$ cat src/bcc_pkg.sv
// Contract
// - Range one setpoint is 0.4 V plus code times 1.25 mV.
// - Range two setpoint is 0.4 V plus code times 2.5 mV.
// - Range three setpoint is 0.4 V plus code times 5 mV.
// - Range four setpoint is 0.8 V plus code times 10 mV.
// - Setpoint reset value follows start-voltage strap sampled at power-up.
// - Writing one to control bit 7 resets all registers; bit reads zero.
// - Control bit 6 enables spread-spectrum clocking, reset zero.
// - Control bit 5, reset one, gates switching; registers retained when clear.
// - Forced PWM when control bit 4 set or mode pin high or synced.
// - Control bit 3, reset one, enables active output discharge.
// - Ramp field bits 1-0 select slew 10, 5, 1.25, 0.5 mV/us; reset 10b.
// - Primary control at offset 1h resets to 2Ah.
// - Range register bits 7-4 are read-only zero; host writes zeros.
// - Range field bits 3-2 select one of four output ranges; reset 10b.
// - Soft-start bits 1-0 select 0.5, 1, 2, 4 ms; reset 01b.
// - Range and soft-start register at 2h resets to 9h.
// - Auxiliary control at 3h resets to zero.
// - I2C target with 7-bit addressing only; no general call response.
// - Register write applies at the falling edge of the data-byte acknowledge.
// - Reads of unmapped offsets return 0x00.
// - Status flags record events since last read; reading clears them.
package bcc_pkg;
	localparam logic [7:0] OFS_SETPOINT = 8'h00;
	localparam logic [7:0] OFS_PRIMARY = 8'h01;
	localparam logic [7:0] OFS_RANGE = 8'h02;
	localparam logic [7:0] OFS_AUX = 8'h03;
	localparam logic [7:0] OFS_FLAGS = 8'h04;
	localparam logic [7:0] RST_PRIMARY = 8'h2a;
	localparam logic [7:0] RST_RANGE = 8'h09;
	localparam logic [7:0] RST_AUX = 8'h00;
	localparam logic [7:0] RST_FLAGS = 8'h02;
	localparam logic [7:0] MASK_PRIMARY_RD = 8'h7f;
	localparam logic [7:0] MASK_RANGE = 8'h0f;
	localparam logic [7:0] MASK_AUX = 8'h03;
	localparam logic [7:0] MASK_FLAGS = 8'h3f;
	localparam int BIT_SOFT_RESET = 7;
	localparam int BIT_SPREAD = 6;
	localparam int BIT_SWITCH = 5;
	localparam int BIT_FPWM = 4;
	localparam int BIT_DISCH = 3;
	localparam int BIT_RETRY = 2;
	localparam int BIT_RAMP_LO = 0;
	localparam int BIT_RANGE_LO = 2;
	localparam int BIT_SS_LO = 0;
	// Strap levels select start code and target address low bits
	localparam logic [7:0] STRAP_CODE0 = 8'h50;
	localparam logic [7:0] STRAP_CODE1 = 8'h64;
	localparam logic [7:0] STRAP_CODE2 = 8'h78;
	localparam logic [7:0] STRAP_CODE3 = 8'h8c;
	localparam logic [6:0] TARGET_ADDR_BASE = 7'h40;
	localparam logic [6:0] GENERAL_CALL = 7'h00;
	// Setpoint arithmetic in microvolts
	localparam int BASE_LOW_UV = 400000;
	localparam int BASE_HIGH_UV = 800000;
	localparam int STEP0_UV_X4 = 5;
	localparam int STEP1_UV_X4 = 10;
	localparam int STEP2_UV_X4 = 20;
	localparam int STEP3_UV_X4 = 40;
	localparam int STEP_UNIT_UV = 250;
	localparam logic [6:0] SLEW_CODE0_X4 = 7'h28;
	localparam logic [6:0] SLEW_CODE1_X4 = 7'h14;
	localparam logic [6:0] SLEW_CODE2_X4 = 7'h05;
	localparam logic [6:0] SLEW_CODE3_X4 = 7'h02;
	localparam logic [3:0] SS_CODE0_X2 = 4'h1;
	localparam logic [3:0] SS_CODE1_X2 = 4'h2;
	localparam logic [3:0] SS_CODE2_X2 = 4'h4;
	localparam logic [3:0] SS_CODE3_X2 = 4'h8;
	localparam int STRAP_SETTLE_NS = 400;
	localparam int CLK_NS = 20;
	localparam int STRAP_SETTLE_CYC = (STRAP_SETTLE_NS + CLK_NS - 1) / CLK_NS;
	typedef enum logic [2:0] {
		BCC_IDLE,
		BCC_ADDR,
		BCC_REG,
		BCC_WDATA,
		BCC_RDATA,
		BCC_SKIP
	} bcc_state_t;
endpackage : bcc_pkg

$ cat src/bcc_regs_if.sv
`timescale 1ns/1ps
interface bcc_regs_if;
	logic wr_stb;
	logic rd_stb;
	logic [7:0] addr;
	logic [7:0] wdata;
	logic [7:0] rdata;
	modport link(output wr_stb, output rd_stb, output addr, output wdata, input rdata);
	modport bank(input wr_stb, input rd_stb, input addr, input wdata, output rdata);
endinterface : bcc_regs_if

$ cat src/bcc_regfile.sv
`timescale 1ns/1ps
module bcc_regfile (
	input wire logic clock,
	input wire logic rst_n,
	input wire logic strap_valid,
	input wire logic [7:0] strap_code,
	input wire logic [5:0] event_pulse,
	bcc_regs_if.bank bus,
	output logic [7:0] setpoint_code,
	output logic [7:0] primary_r,
	output logic [7:0] range_r,
	output logic [7:0] aux_r,
	output logic [7:0] flags_r
);
	logic soft_reset;
	logic strap_loaded_r;
	logic [7:0] rdata_r;

	assign soft_reset = bus.wr_stb && bus.addr == bcc_pkg::OFS_PRIMARY
		&& bus.wdata[bcc_pkg::BIT_SOFT_RESET];

	always_ff @(posedge clock or negedge rst_n) begin
		if (!rst_n) begin
			strap_loaded_r <= 1'b0;
			setpoint_code <= 8'h00;
		end else if (strap_valid && (!strap_loaded_r || soft_reset)) begin
			strap_loaded_r <= 1'b1;
			setpoint_code <= strap_code;
		end else if (bus.wr_stb && bus.addr == bcc_pkg::OFS_SETPOINT) begin
			setpoint_code <= bus.wdata;
		end
	end

	always_ff @(posedge clock or negedge rst_n) begin
		if (!rst_n) begin
			primary_r <= bcc_pkg::RST_PRIMARY;
			range_r <= bcc_pkg::RST_RANGE;
			aux_r <= bcc_pkg::RST_AUX;
		end else if (soft_reset) begin
			primary_r <= bcc_pkg::RST_PRIMARY;
			range_r <= bcc_pkg::RST_RANGE;
			aux_r <= bcc_pkg::RST_AUX;
		end else if (bus.wr_stb) begin
			if (bus.addr == bcc_pkg::OFS_PRIMARY)
				primary_r <= bus.wdata & bcc_pkg::MASK_PRIMARY_RD;
			if (bus.addr == bcc_pkg::OFS_RANGE)
				range_r <= bus.wdata & bcc_pkg::MASK_RANGE;
			if (bus.addr == bcc_pkg::OFS_AUX)
				aux_r <= bus.wdata & bcc_pkg::MASK_AUX;
		end
	end

	// New events win over the read clear
	always_ff @(posedge clock or negedge rst_n) begin
		if (!rst_n) begin
			flags_r <= bcc_pkg::RST_FLAGS;
		end else if (soft_reset) begin
			flags_r <= bcc_pkg::RST_FLAGS | {2'b00, event_pulse};
		end else if (bus.rd_stb && bus.addr == bcc_pkg::OFS_FLAGS) begin
			flags_r <= {2'b00, event_pulse};
		end else begin
			flags_r <= flags_r | {2'b00, event_pulse};
		end
	end

	always_ff @(posedge clock or negedge rst_n) begin
		if (!rst_n) begin
			rdata_r <= 8'h00;
		end else begin
			unique case (bus.addr)
				bcc_pkg::OFS_SETPOINT: rdata_r <= setpoint_code;
				bcc_pkg::OFS_PRIMARY: rdata_r <= primary_r & bcc_pkg::MASK_PRIMARY_RD;
				bcc_pkg::OFS_RANGE: rdata_r <= range_r;
				bcc_pkg::OFS_AUX: rdata_r <= aux_r;
				bcc_pkg::OFS_FLAGS: rdata_r <= flags_r & bcc_pkg::MASK_FLAGS;
				default: rdata_r <= 8'h00;
			endcase
		end
	end
	assign bus.rdata = rdata_r;

	AST_RD_CLEARS: assert property (@(posedge clock) disable iff (!rst_n)
		bus.rd_stb && bus.addr == bcc_pkg::OFS_FLAGS && event_pulse == 6'h00
		|=> flags_r == 8'h00) else $error("flags not cleared by read");
	AST_EVENT_STICKS: assert property (@(posedge clock) disable iff (!rst_n)
		event_pulse[0] |=> flags_r[0]) else $error("event lost");
	AST_SOFT_RESET: assert property (@(posedge clock) disable iff (!rst_n)
		soft_reset |=> primary_r == bcc_pkg::RST_PRIMARY && range_r == bcc_pkg::RST_RANGE
		&& aux_r == bcc_pkg::RST_AUX) else $error("soft reset missed");
	AST_RSV_ZERO: assert property (@(posedge clock) disable iff (!rst_n)
		range_r[7:4] == 4'h0) else $error("reserved range bits set");
	AST_UNMAPPED: assert property (@(posedge clock) disable iff (!rst_n)
		bus.addr > bcc_pkg::OFS_FLAGS && $stable(bus.addr) |=> bus.rdata == 8'h00)
		else $error("unmapped read nonzero");
endmodule : bcc_regfile

$ cat src/bcc_top.sv
`timescale 1ns/1ps
module bcc_top (
	input wire logic clock,
	input wire logic rst_n,
	input wire logic scl_in,
	input wire logic sda_in,
	output logic sda_out,
	output logic sda_oe,
	input wire logic [1:0] start_voltage_strap,
	input wire logic mode_pin_high,
	input wire logic mode_sync_seen,
	input wire logic [5:0] event_pulse,
	output logic [7:0] setpoint_code,
	output logic [1:0] output_range_select,
	output logic [21:0] setpoint_uv,
	output logic spread_clock_enable,
	output logic switching_enable,
	output logic forced_pulse_width_enable,
	output logic output_discharge_enable,
	output logic fault_retry_enable,
	output logic [1:0] setpoint_slew_rate,
	output logic [6:0] slew_mv_per_us_x4,
	output logic [1:0] soft_start_duration,
	output logic [3:0] soft_start_ms_x2,
	output logic [7:0] aux_control
);
	bcc_regs_if rb();
	logic [7:0] primary_r;
	logic [7:0] range_r;
	logic [7:0] flags_r;
	logic [2:0] scl_sy_r;
	logic [2:0] sda_sy_r;
	logic scl_r;
	logic sda_r;
	logic scl_prev_r;
	logic sda_prev_r;
	logic scl_rise;
	logic scl_fall;
	logic start_cond;
	logic stop_cond;
	bcc_pkg::bcc_state_t state_r;
	logic [3:0] bit_cnt_r;
	logic [7:0] shift_r;
	logic [7:0] reg_ptr_r;
	logic read_dir_r;
	logic ack_phase_r;
	logic wr_pend_r;
	logic [7:0] wbyte_r;
	logic [7:0] tx_r;
	logic sda_drive_r;
	logic [7:0] settle_cnt_r;
	logic strap_valid_r;
	logic [7:0] strap_code_r;
	logic [6:0] target_addr_r;
	logic [1:0] strap_sy0_r;
	logic [1:0] strap_sy1_r;
	logic [1:0] strap_sy2_r;
	logic [2:0] mode_hi_sy_r;
	logic [2:0] mode_clk_sy_r;
	logic mode_hi_r;
	logic mode_clk_r;

	// Three-stage sampling; edges only once stages two and three agree
	always_ff @(posedge clock or negedge rst_n) begin
		if (!rst_n) begin
			scl_sy_r <= 3'h7;
			sda_sy_r <= 3'h7;
			scl_r <= 1'b1;
			sda_r <= 1'b1;
		end else begin
			scl_sy_r <= {scl_sy_r[1:0], scl_in};
			sda_sy_r <= {sda_sy_r[1:0], sda_in};
			if (scl_sy_r[1] == scl_sy_r[2])
				scl_r <= scl_sy_r[2];
			if (sda_sy_r[1] == sda_sy_r[2])
				sda_r <= sda_sy_r[2];
		end
	end

	always_ff @(posedge clock or negedge rst_n) begin
		if (!rst_n) begin
			scl_prev_r <= 1'b1;
			sda_prev_r <= 1'b1;
		end else begin
			scl_prev_r <= scl_r;
			sda_prev_r <= sda_r;
		end
	end
	assign scl_rise = scl_r && !scl_prev_r;
	assign scl_fall = !scl_r && scl_prev_r;
	assign start_cond = scl_r && scl_prev_r && sda_prev_r && !sda_r;
	assign stop_cond = scl_r && scl_prev_r && !sda_prev_r && sda_r;

	// Mode pins come from the board; filtered like the bus pins
	always_ff @(posedge clock or negedge rst_n) begin
		if (!rst_n) begin
			mode_hi_sy_r <= 3'h0;
			mode_clk_sy_r <= 3'h0;
			mode_hi_r <= 1'b0;
			mode_clk_r <= 1'b0;
		end else begin
			mode_hi_sy_r <= {mode_hi_sy_r[1:0], mode_pin_high};
			mode_clk_sy_r <= {mode_clk_sy_r[1:0], mode_sync_seen};
			if (mode_hi_sy_r[1] == mode_hi_sy_r[2])
				mode_hi_r <= mode_hi_sy_r[2];
			if (mode_clk_sy_r[1] == mode_clk_sy_r[2])
				mode_clk_r <= mode_clk_sy_r[2];
		end
	end

	// Strap caught after release, once the pin has settled
	always_ff @(posedge clock or negedge rst_n) begin
		if (!rst_n) begin
			strap_sy0_r <= 2'b00;
			strap_sy1_r <= 2'b00;
			strap_sy2_r <= 2'b00;
			settle_cnt_r <= 8'h00;
			strap_valid_r <= 1'b0;
			strap_code_r <= 8'h00;
			target_addr_r <= 7'h00;
		end else begin
			strap_sy0_r <= start_voltage_strap;
			strap_sy1_r <= strap_sy0_r;
			strap_sy2_r <= strap_sy1_r;
			if (!strap_valid_r) begin
				// A strap still moving is waited out rather than latched half way
				if (settle_cnt_r == 8'(bcc_pkg::STRAP_SETTLE_CYC)
					&& strap_sy1_r == strap_sy2_r) begin
					strap_valid_r <= 1'b1;
					target_addr_r <= bcc_pkg::TARGET_ADDR_BASE | {5'h00, strap_sy2_r};
					unique case (strap_sy2_r)
						2'b00: strap_code_r <= bcc_pkg::STRAP_CODE0;
						2'b01: strap_code_r <= bcc_pkg::STRAP_CODE1;
						2'b10: strap_code_r <= bcc_pkg::STRAP_CODE2;
						2'b11: strap_code_r <= bcc_pkg::STRAP_CODE3;
					endcase
				end else if (settle_cnt_r != 8'(bcc_pkg::STRAP_SETTLE_CYC)) begin
					settle_cnt_r <= settle_cnt_r + 8'h01;
				end
			end
		end
	end

	// Byte engine: bit_cnt 0..7 data, 8 acknowledge slot
	always_ff @(posedge clock or negedge rst_n) begin
		if (!rst_n) begin
			state_r <= bcc_pkg::BCC_IDLE;
			bit_cnt_r <= 4'h0;
			shift_r <= 8'h00;
			reg_ptr_r <= 8'h00;
			read_dir_r <= 1'b0;
			ack_phase_r <= 1'b0;
			wr_pend_r <= 1'b0;
			wbyte_r <= 8'h00;
			tx_r <= 8'h00;
			sda_drive_r <= 1'b0;
		end else if (start_cond) begin
			state_r <= bcc_pkg::BCC_ADDR;
			bit_cnt_r <= 4'h0;
			ack_phase_r <= 1'b0;
			wr_pend_r <= 1'b0;
			sda_drive_r <= 1'b0;
		end else if (stop_cond) begin
			state_r <= bcc_pkg::BCC_IDLE;
			sda_drive_r <= 1'b0;
			wr_pend_r <= 1'b0;
		end else if (state_r != bcc_pkg::BCC_IDLE && state_r != bcc_pkg::BCC_SKIP) begin
			if (scl_rise && !ack_phase_r) begin
				shift_r <= {shift_r[6:0], sda_r};
				bit_cnt_r <= bit_cnt_r + 4'h1;
			end
			if (scl_rise && ack_phase_r && state_r == bcc_pkg::BCC_RDATA && sda_r)
				state_r <= bcc_pkg::BCC_SKIP;
			if (scl_fall) begin
				if (ack_phase_r) begin
					ack_phase_r <= 1'b0;
					bit_cnt_r <= 4'h0;
					sda_drive_r <= 1'b0;
					if (wr_pend_r)
						wr_pend_r <= 1'b0;
					if (state_r == bcc_pkg::BCC_RDATA) begin
						tx_r <= {rb.rdata[6:0], 1'b0};
						sda_drive_r <= !rb.rdata[7];
						reg_ptr_r <= reg_ptr_r + 8'h01;
					end
				end else if (bit_cnt_r == 4'h8) begin
					ack_phase_r <= 1'b1;
					if (state_r == bcc_pkg::BCC_RDATA) begin
						sda_drive_r <= 1'b0;
					end else begin
						unique case (state_r)
							bcc_pkg::BCC_ADDR: begin
								if (shift_r[7:1] == target_addr_r && strap_valid_r
									&& shift_r[7:1] != bcc_pkg::GENERAL_CALL) begin
									sda_drive_r <= 1'b1;
									read_dir_r <= shift_r[0];
									state_r <= shift_r[0] ? bcc_pkg::BCC_RDATA
										: bcc_pkg::BCC_REG;
								end else begin
									state_r <= bcc_pkg::BCC_SKIP;
								end
							end
							bcc_pkg::BCC_REG: begin
								sda_drive_r <= 1'b1;
								reg_ptr_r <= shift_r;
								state_r <= bcc_pkg::BCC_WDATA;
							end
							bcc_pkg::BCC_WDATA: begin
								sda_drive_r <= 1'b1;
								wbyte_r <= shift_r;
								wr_pend_r <= 1'b1;
							end
							default: state_r <= bcc_pkg::BCC_SKIP;
						endcase
					end
				end else if (state_r == bcc_pkg::BCC_RDATA && bit_cnt_r != 4'h0) begin
					sda_drive_r <= !tx_r[7];
					tx_r <= {tx_r[6:0], 1'b0};
				end
			end
			// First read bit appears after the address acknowledge
			if (scl_fall && ack_phase_r && state_r == bcc_pkg::BCC_ADDR && read_dir_r) begin
				tx_r <= {rb.rdata[6:0], 1'b0};
				sda_drive_r <= !rb.rdata[7];
			end
		end
	end

	// Write lands when SCL falls ending the data acknowledge
	assign rb.wr_stb = wr_pend_r && ack_phase_r && scl_fall && !start_cond && !stop_cond;
	assign rb.rd_stb = state_r == bcc_pkg::BCC_RDATA && ack_phase_r && scl_fall
		&& !start_cond && !stop_cond;
	assign rb.addr = (state_r == bcc_pkg::BCC_WDATA) ? reg_ptr_r : reg_ptr_r;
	assign rb.wdata = wbyte_r;
	assign sda_out = 1'b0;
	assign sda_oe = sda_drive_r;

	bcc_regfile u_regs (
		.clock(clock),
		.rst_n(rst_n),
		.strap_valid(strap_valid_r),
		.strap_code(strap_code_r),
		.event_pulse(event_pulse),
		.bus(rb),
		.setpoint_code(setpoint_code),
		.primary_r(primary_r),
		.range_r(range_r),
		.aux_r(aux_control),
		.flags_r(flags_r)
	);

	assign spread_clock_enable = primary_r[bcc_pkg::BIT_SPREAD];
	assign switching_enable = primary_r[bcc_pkg::BIT_SWITCH];
	assign forced_pulse_width_enable = primary_r[bcc_pkg::BIT_FPWM] || mode_hi_r
		|| mode_clk_r;
	assign output_discharge_enable = primary_r[bcc_pkg::BIT_DISCH];
	assign fault_retry_enable = primary_r[bcc_pkg::BIT_RETRY];
	assign setpoint_slew_rate = primary_r[bcc_pkg::BIT_RAMP_LO +: 2];
	assign output_range_select = range_r[bcc_pkg::BIT_RANGE_LO +: 2];
	assign soft_start_duration = range_r[bcc_pkg::BIT_SS_LO +: 2];

	always_comb begin
		unique case (setpoint_slew_rate)
			2'b00: slew_mv_per_us_x4 = bcc_pkg::SLEW_CODE0_X4;
			2'b01: slew_mv_per_us_x4 = bcc_pkg::SLEW_CODE1_X4;
			2'b10: slew_mv_per_us_x4 = bcc_pkg::SLEW_CODE2_X4;
			2'b11: slew_mv_per_us_x4 = bcc_pkg::SLEW_CODE3_X4;
		endcase
	end

	always_comb begin
		unique case (soft_start_duration)
			2'b00: soft_start_ms_x2 = bcc_pkg::SS_CODE0_X2;
			2'b01: soft_start_ms_x2 = bcc_pkg::SS_CODE1_X2;
			2'b10: soft_start_ms_x2 = bcc_pkg::SS_CODE2_X2;
			2'b11: soft_start_ms_x2 = bcc_pkg::SS_CODE3_X2;
		endcase
	end

	always_comb begin
		unique case (output_range_select)
			2'b00: setpoint_uv = 22'(bcc_pkg::BASE_LOW_UV
				+ int'(setpoint_code) * bcc_pkg::STEP0_UV_X4 * bcc_pkg::STEP_UNIT_UV);
			2'b01: setpoint_uv = 22'(bcc_pkg::BASE_LOW_UV
				+ int'(setpoint_code) * bcc_pkg::STEP1_UV_X4 * bcc_pkg::STEP_UNIT_UV);
			2'b10: setpoint_uv = 22'(bcc_pkg::BASE_LOW_UV
				+ int'(setpoint_code) * bcc_pkg::STEP2_UV_X4 * bcc_pkg::STEP_UNIT_UV);
			2'b11: setpoint_uv = 22'(bcc_pkg::BASE_HIGH_UV
				+ int'(setpoint_code) * bcc_pkg::STEP3_UV_X4 * bcc_pkg::STEP_UNIT_UV);
		endcase
	end

	AST_WRITE_ON_ACK_FALL: assert property (@(posedge clock) disable iff (!rst_n)
		rb.wr_stb |-> scl_fall && ack_phase_r && state_r == bcc_pkg::BCC_WDATA)
		else $error("write outside data acknowledge");
	AST_NO_GENERAL_CALL: assert property (@(posedge clock) disable iff (!rst_n)
		state_r == bcc_pkg::BCC_ADDR && scl_fall && bit_cnt_r == 4'h8
		&& shift_r[7:1] == bcc_pkg::GENERAL_CALL |=> !sda_drive_r)
		else $error("general call acknowledged");
	AST_FPWM_OR: assert property (@(posedge clock) disable iff (!rst_n)
		$past(mode_pin_high, 4) && $past(mode_pin_high, 3) |-> forced_pulse_width_enable)
		else $error("mode pin ignored");
	AST_RANGE4: assert property (@(posedge clock) disable iff (!rst_n)
		output_range_select == 2'b11
		|-> int'(setpoint_uv) == 800000 + 10000 * int'(setpoint_code))
		else $error("range four setpoint wrong");
	AST_RANGE1: assert property (@(posedge clock) disable iff (!rst_n)
		output_range_select == 2'b00
		|-> int'(setpoint_uv) == 400000 + 1250 * int'(setpoint_code))
		else $error("range one setpoint wrong");
	AST_SWITCH_RST: assert property (@(posedge clock) disable iff (!rst_n)
		$rose(strap_valid_r) |-> switching_enable && output_discharge_enable
		&& !spread_clock_enable) else $error("primary control reset wrong");
	AST_STRAP_SETPOINT: assert property (@(posedge clock) disable iff (!rst_n)
		$rose(strap_valid_r) |=> setpoint_code == strap_code_r)
		else $error("setpoint not loaded from strap");
	AST_SDA_ON_FALL: assert property (@(posedge clock) disable iff (!rst_n)
		$changed(sda_drive_r) |-> $past(scl_fall) || $past(start_cond) || $past(stop_cond))
		else $error("data line moved while clock high");
	AST_SOFT_START_RST: assert property (@(posedge clock) disable iff (!rst_n)
		soft_start_duration == 2'b01 |-> soft_start_ms_x2 == 4'h2)
		else $error("soft start time wrong");
endmodule : bcc_top

$ cat config.mk
export PLATFORM = sky130hd
export DESIGN_NAME = bcc_top
export DESIGN_NICKNAME = d
export VERILOG_FILES = /design/src/bcc_pkg.sv /design/src/bcc_regs_if.sv /design/src/bcc_regfile.sv /design/src/bcc_top.sv
export SDC_FILE = /design/constraint.sdc
export NUM_CORES = 1
export LEC_CHECK = 0
export ABC_AREA = 1
export BUFFER_PORTS_ARGS = -buffer_cell sky130_fd_sc_hd__buf_2
export CAP_MARGIN = 20
export CELL_PAD_IN_SITES_DETAIL_PLACEMENT = 1
export CELL_PAD_IN_SITES_GLOBAL_PLACEMENT = 2
export CORE_ASPECT_RATIO = 0.7
export CORE_UTILIZATION = 36
export DETAILED_ROUTE_END_ITERATION = 8
export GPL_TIMING_DRIVEN = 1
export PLACE_DENSITY_LB_ADDON = 0.1
export RECOVER_POWER = 100
export SETUP_SLACK_MARGIN = 0.02
export SLEW_MARGIN = 20
export SYNTH_ARGS = -nofsm -noshare
export SYNTH_HDL_FRONTEND = slang
export SYNTH_SLANG_ARGS = --single-unit
$ cat constraint.sdc
create_clock -name clock -period 8.39 [get_ports clock]
set_clock_uncertainty 0.2 [all_clocks]
set_input_delay 0.839 -clock clock [delete_from_list [all_inputs] [get_ports clock]]
set_output_delay 0.839 -clock clock [all_outputs]
set_load 0.01 [all_outputs]
==> out/metrics.cfg <==
[clocking]
root_buffer=clkbuf_16
post_cts_buffers=0
tritoncts=yes
cts_sinks=120
cts_inserted_buffers=17
cts_hold_buf=0
clk_path_buf_depth=2
clk-insertion-delay-late_ps=420
cts_max_level=4
clk_pin_slew_ps=60

[final_layout]
antenna_cells=0
seq_area_sq_um=3020
drive_above_1_share=0.0863
fill_cells=3099
final_net_count=1366
multi_input_comb_area_sq_um=5260
area_delta_synth_final_pct=11.4

[timing]
hold_viol_final=0
clock.fmax_ghz=0.129
slew_violations=123
fin_crit_ps=7720
finalCritPeriodShare=0.921
worst_pin_slew_ps=3820
rsz0062_at_grt=false
maxSlewHeadroom=-1.55
finalSetupTns_ps=0
setup_violations=0

[floorplanning]
start_util=0.371
dieArea_sq_um=26400
pin_count=76
die_height_um=136
num_rows=48
die_w_um=194
core-area_sq_um=25000

[synthesis]
synth.area.top_cells=dfrtp_1, nand2_1, ha_1
syn_avg_cell_area_sq_um=7.87
yosysTopAreaCellShare=0.281
async_flop_share=1.00
synth_cells=1178
synth_top_flop_cell=dfrtp_1
synth_area_sq_um=9270
ys_types=59
synthTopCellsByCount=nand2_1, inv_1, dfrtp_1, nand3_1, o21ai_0
ys_warn_count=0
synth_edf_count=0
synth_top_area_cell=dfrtp_1
ys_ff_latch=120
yosys.cell_count.top_type=nand2_1
ys_seq_area_frac=0.326

[placement]
port_buffers=66
post-dp-hpwl_um=22700
gp_congestion=0.835

[job]
cap_viol_max_count=2

[critical_path]
path_max_fanout=6
r2r_cells=11
r2r_end=u_regs.setpoint_code[0]
cp.required_ps=7350
startpoint=u_regs.setpoint_code[2]
r2r_setup_slack_ps=3840
arrival_ps=6680
rr_startpoint=scl_r
cp-end-kind=primary output
cp-start-kind=register
path_class=reg -> out

[global_route]
antenna_found_initial=0
grt_pass1_wl_um=44900
track_usage=0.221
grt-ovfl-total=0
grt_max_degree=70
grt_pass1_vias=7829

[routing]
drc=0
wl_um=28100
vias_per_cell=5.05
vias=8016
final_antenna_net_count=0
wire_per_inst_um=17.7
dr.pass1.iters=5
initialDrtViolationCount=474

[status]
violations=capacitance limit, slew limit
status=finished with violations

[worst_hold_path]
min_delay_path_depth=0
hold_path_end=mode_hi_sy_r[1]
hold_start=mode_hi_sy_r[0]
hp-class=reg -> reg

-- cells in the final DEF (no fill, tap or decap), drive strengths merged, types with 28 or more instances in the layout --
cell / netlist / routed
a21oi: 40 / 40
buf: 17 / 30
clkbuf: 10 / 67
dfrtp: 104 / 104
fa: 28 / 28
ha: 74 / 74
inv: 214 / 214
nand2: 271 / 271
nand3: 94 / 94
nor2: 74 / 74
o21ai: 86 / 86
-- per-stage QoR --
step / hold WS (ps) / setup slack (ps) / instances / utilization / instance area, sq um
6_report: 150 / 667 / 1588 / 0.413 / 10300
5_1_grt: 161 / 32.9 / 1588 / 0.413 / 10300
4_1_cts: 152 / 379 / 1588 / 0.418 / 10400
3_5_place_dp: 136 / 858 / 1556 / 0.397 / 9930
3_3_place_gp: 134 / 919 / 1556 / 0.397 / 9930
2_1_floorplan: 131 / 1770 / 1186 / - / 9300
-- state kept, by name, indices dropped and copies added, names as in the netlist, 3 cells and up --
name / cells
tx_r: 7
u_regs.range_r: 4
mode_hi_sy_r: 3
strap_code_r: 6
bit_cnt_r: 4
sda_sy_r: 3
shift_r: 8
target_addr_r: 3
state_r: 3
settle_cnt_r: 8
u_regs.bus.rdata: 8
u_regs.flags_r: 6
rb.wdata: 8
mode_clk_sy_r: 3
scl_sy_r: 3
u_regs.primary_r: 7
u_regs.setpoint_code: 8
rb.addr: 8
-- final cells by class --
class,count,share of cell area
multi-input cells,825,0.509
flip-flops and latches,120,0.293
inverters,214,0.0780
clock buffers,25,0.0460
well taps,325,0.0394
repair buffers,72,0.0305
clock inverters,7,0.00448
-- worst max-delay path, cell delays in order, from the launching register on --
cell      delay, ps
dfrtp_1         430
ha_1            360
ha_1            300
a21oi_1         160
o21bai_1        100
a21oi_1         130
inv_1            50
a21oi_1         260
nor2_1           70
o21ai_1         380
inv_1           170
ha_1            380
fa_1            570
fa_1            420
ha_1            310
ha_1            410
nand2_1          90
nand2_1         100
a21oi_1         290
nor2_1           70
nor2_1          100
nand2_1         130
xnor2_4         310
inv_1           150
nand3_1         160
nand3_2          90
o31ai_2          80
clkbuf_1        180
-- routing by layer --
layer  wire, um  vias up  GRT usage
met5          0        -          0
met4        189        0     0.0462
met3        983       17     0.0308
met2      10600      147      0.291
met1      16300     3896      0.366
li1           -     3956          -
-- how the worst max path moves through the flow --
stage | cells past startpoint | endpoint | slack, ps
6_report | 27 | setpoint_uv[21] | 670
2_1_floorplan | 27 | setpoint_uv[21] | 1770
4_1_cts | 27 | setpoint_uv[21] | 380
3_3_place_gp | 27 | setpoint_uv[21] | 920
5_1_grt | 27 | setpoint_uv[20] | 30
3_5_place_dp | 27 | setpoint_uv[21] | 860
-- cells by family after synthesis --
kind of cell / Yosys count / share of synthesized area
AO/OA/AOI/OAI: 189 / 0.125
XOR/XNOR: 38 / 0.0400
adder cells (fa/ha/maj): 106 / 0.165
buffers and inverters: 241 / 0.104
flip-flops: 120 / 0.326
multiplexers: 1 / 0.00108
other: 1 / 0.000405
AND/OR/NAND/NOR: 482 / 0.239
-- repair_timing --
| item | in CTS | in global routing |
|---|---|---|
| endpoints found under the hold margin | 0 | 0 |
| setup endpoints to repair | 0 | 5 |
| gates resized for setup | 0 | 1 |
Power is left out: the tool's default activity adds up to more than one toggle a clock period on the data nets, which glitch-free logic cannot reach.
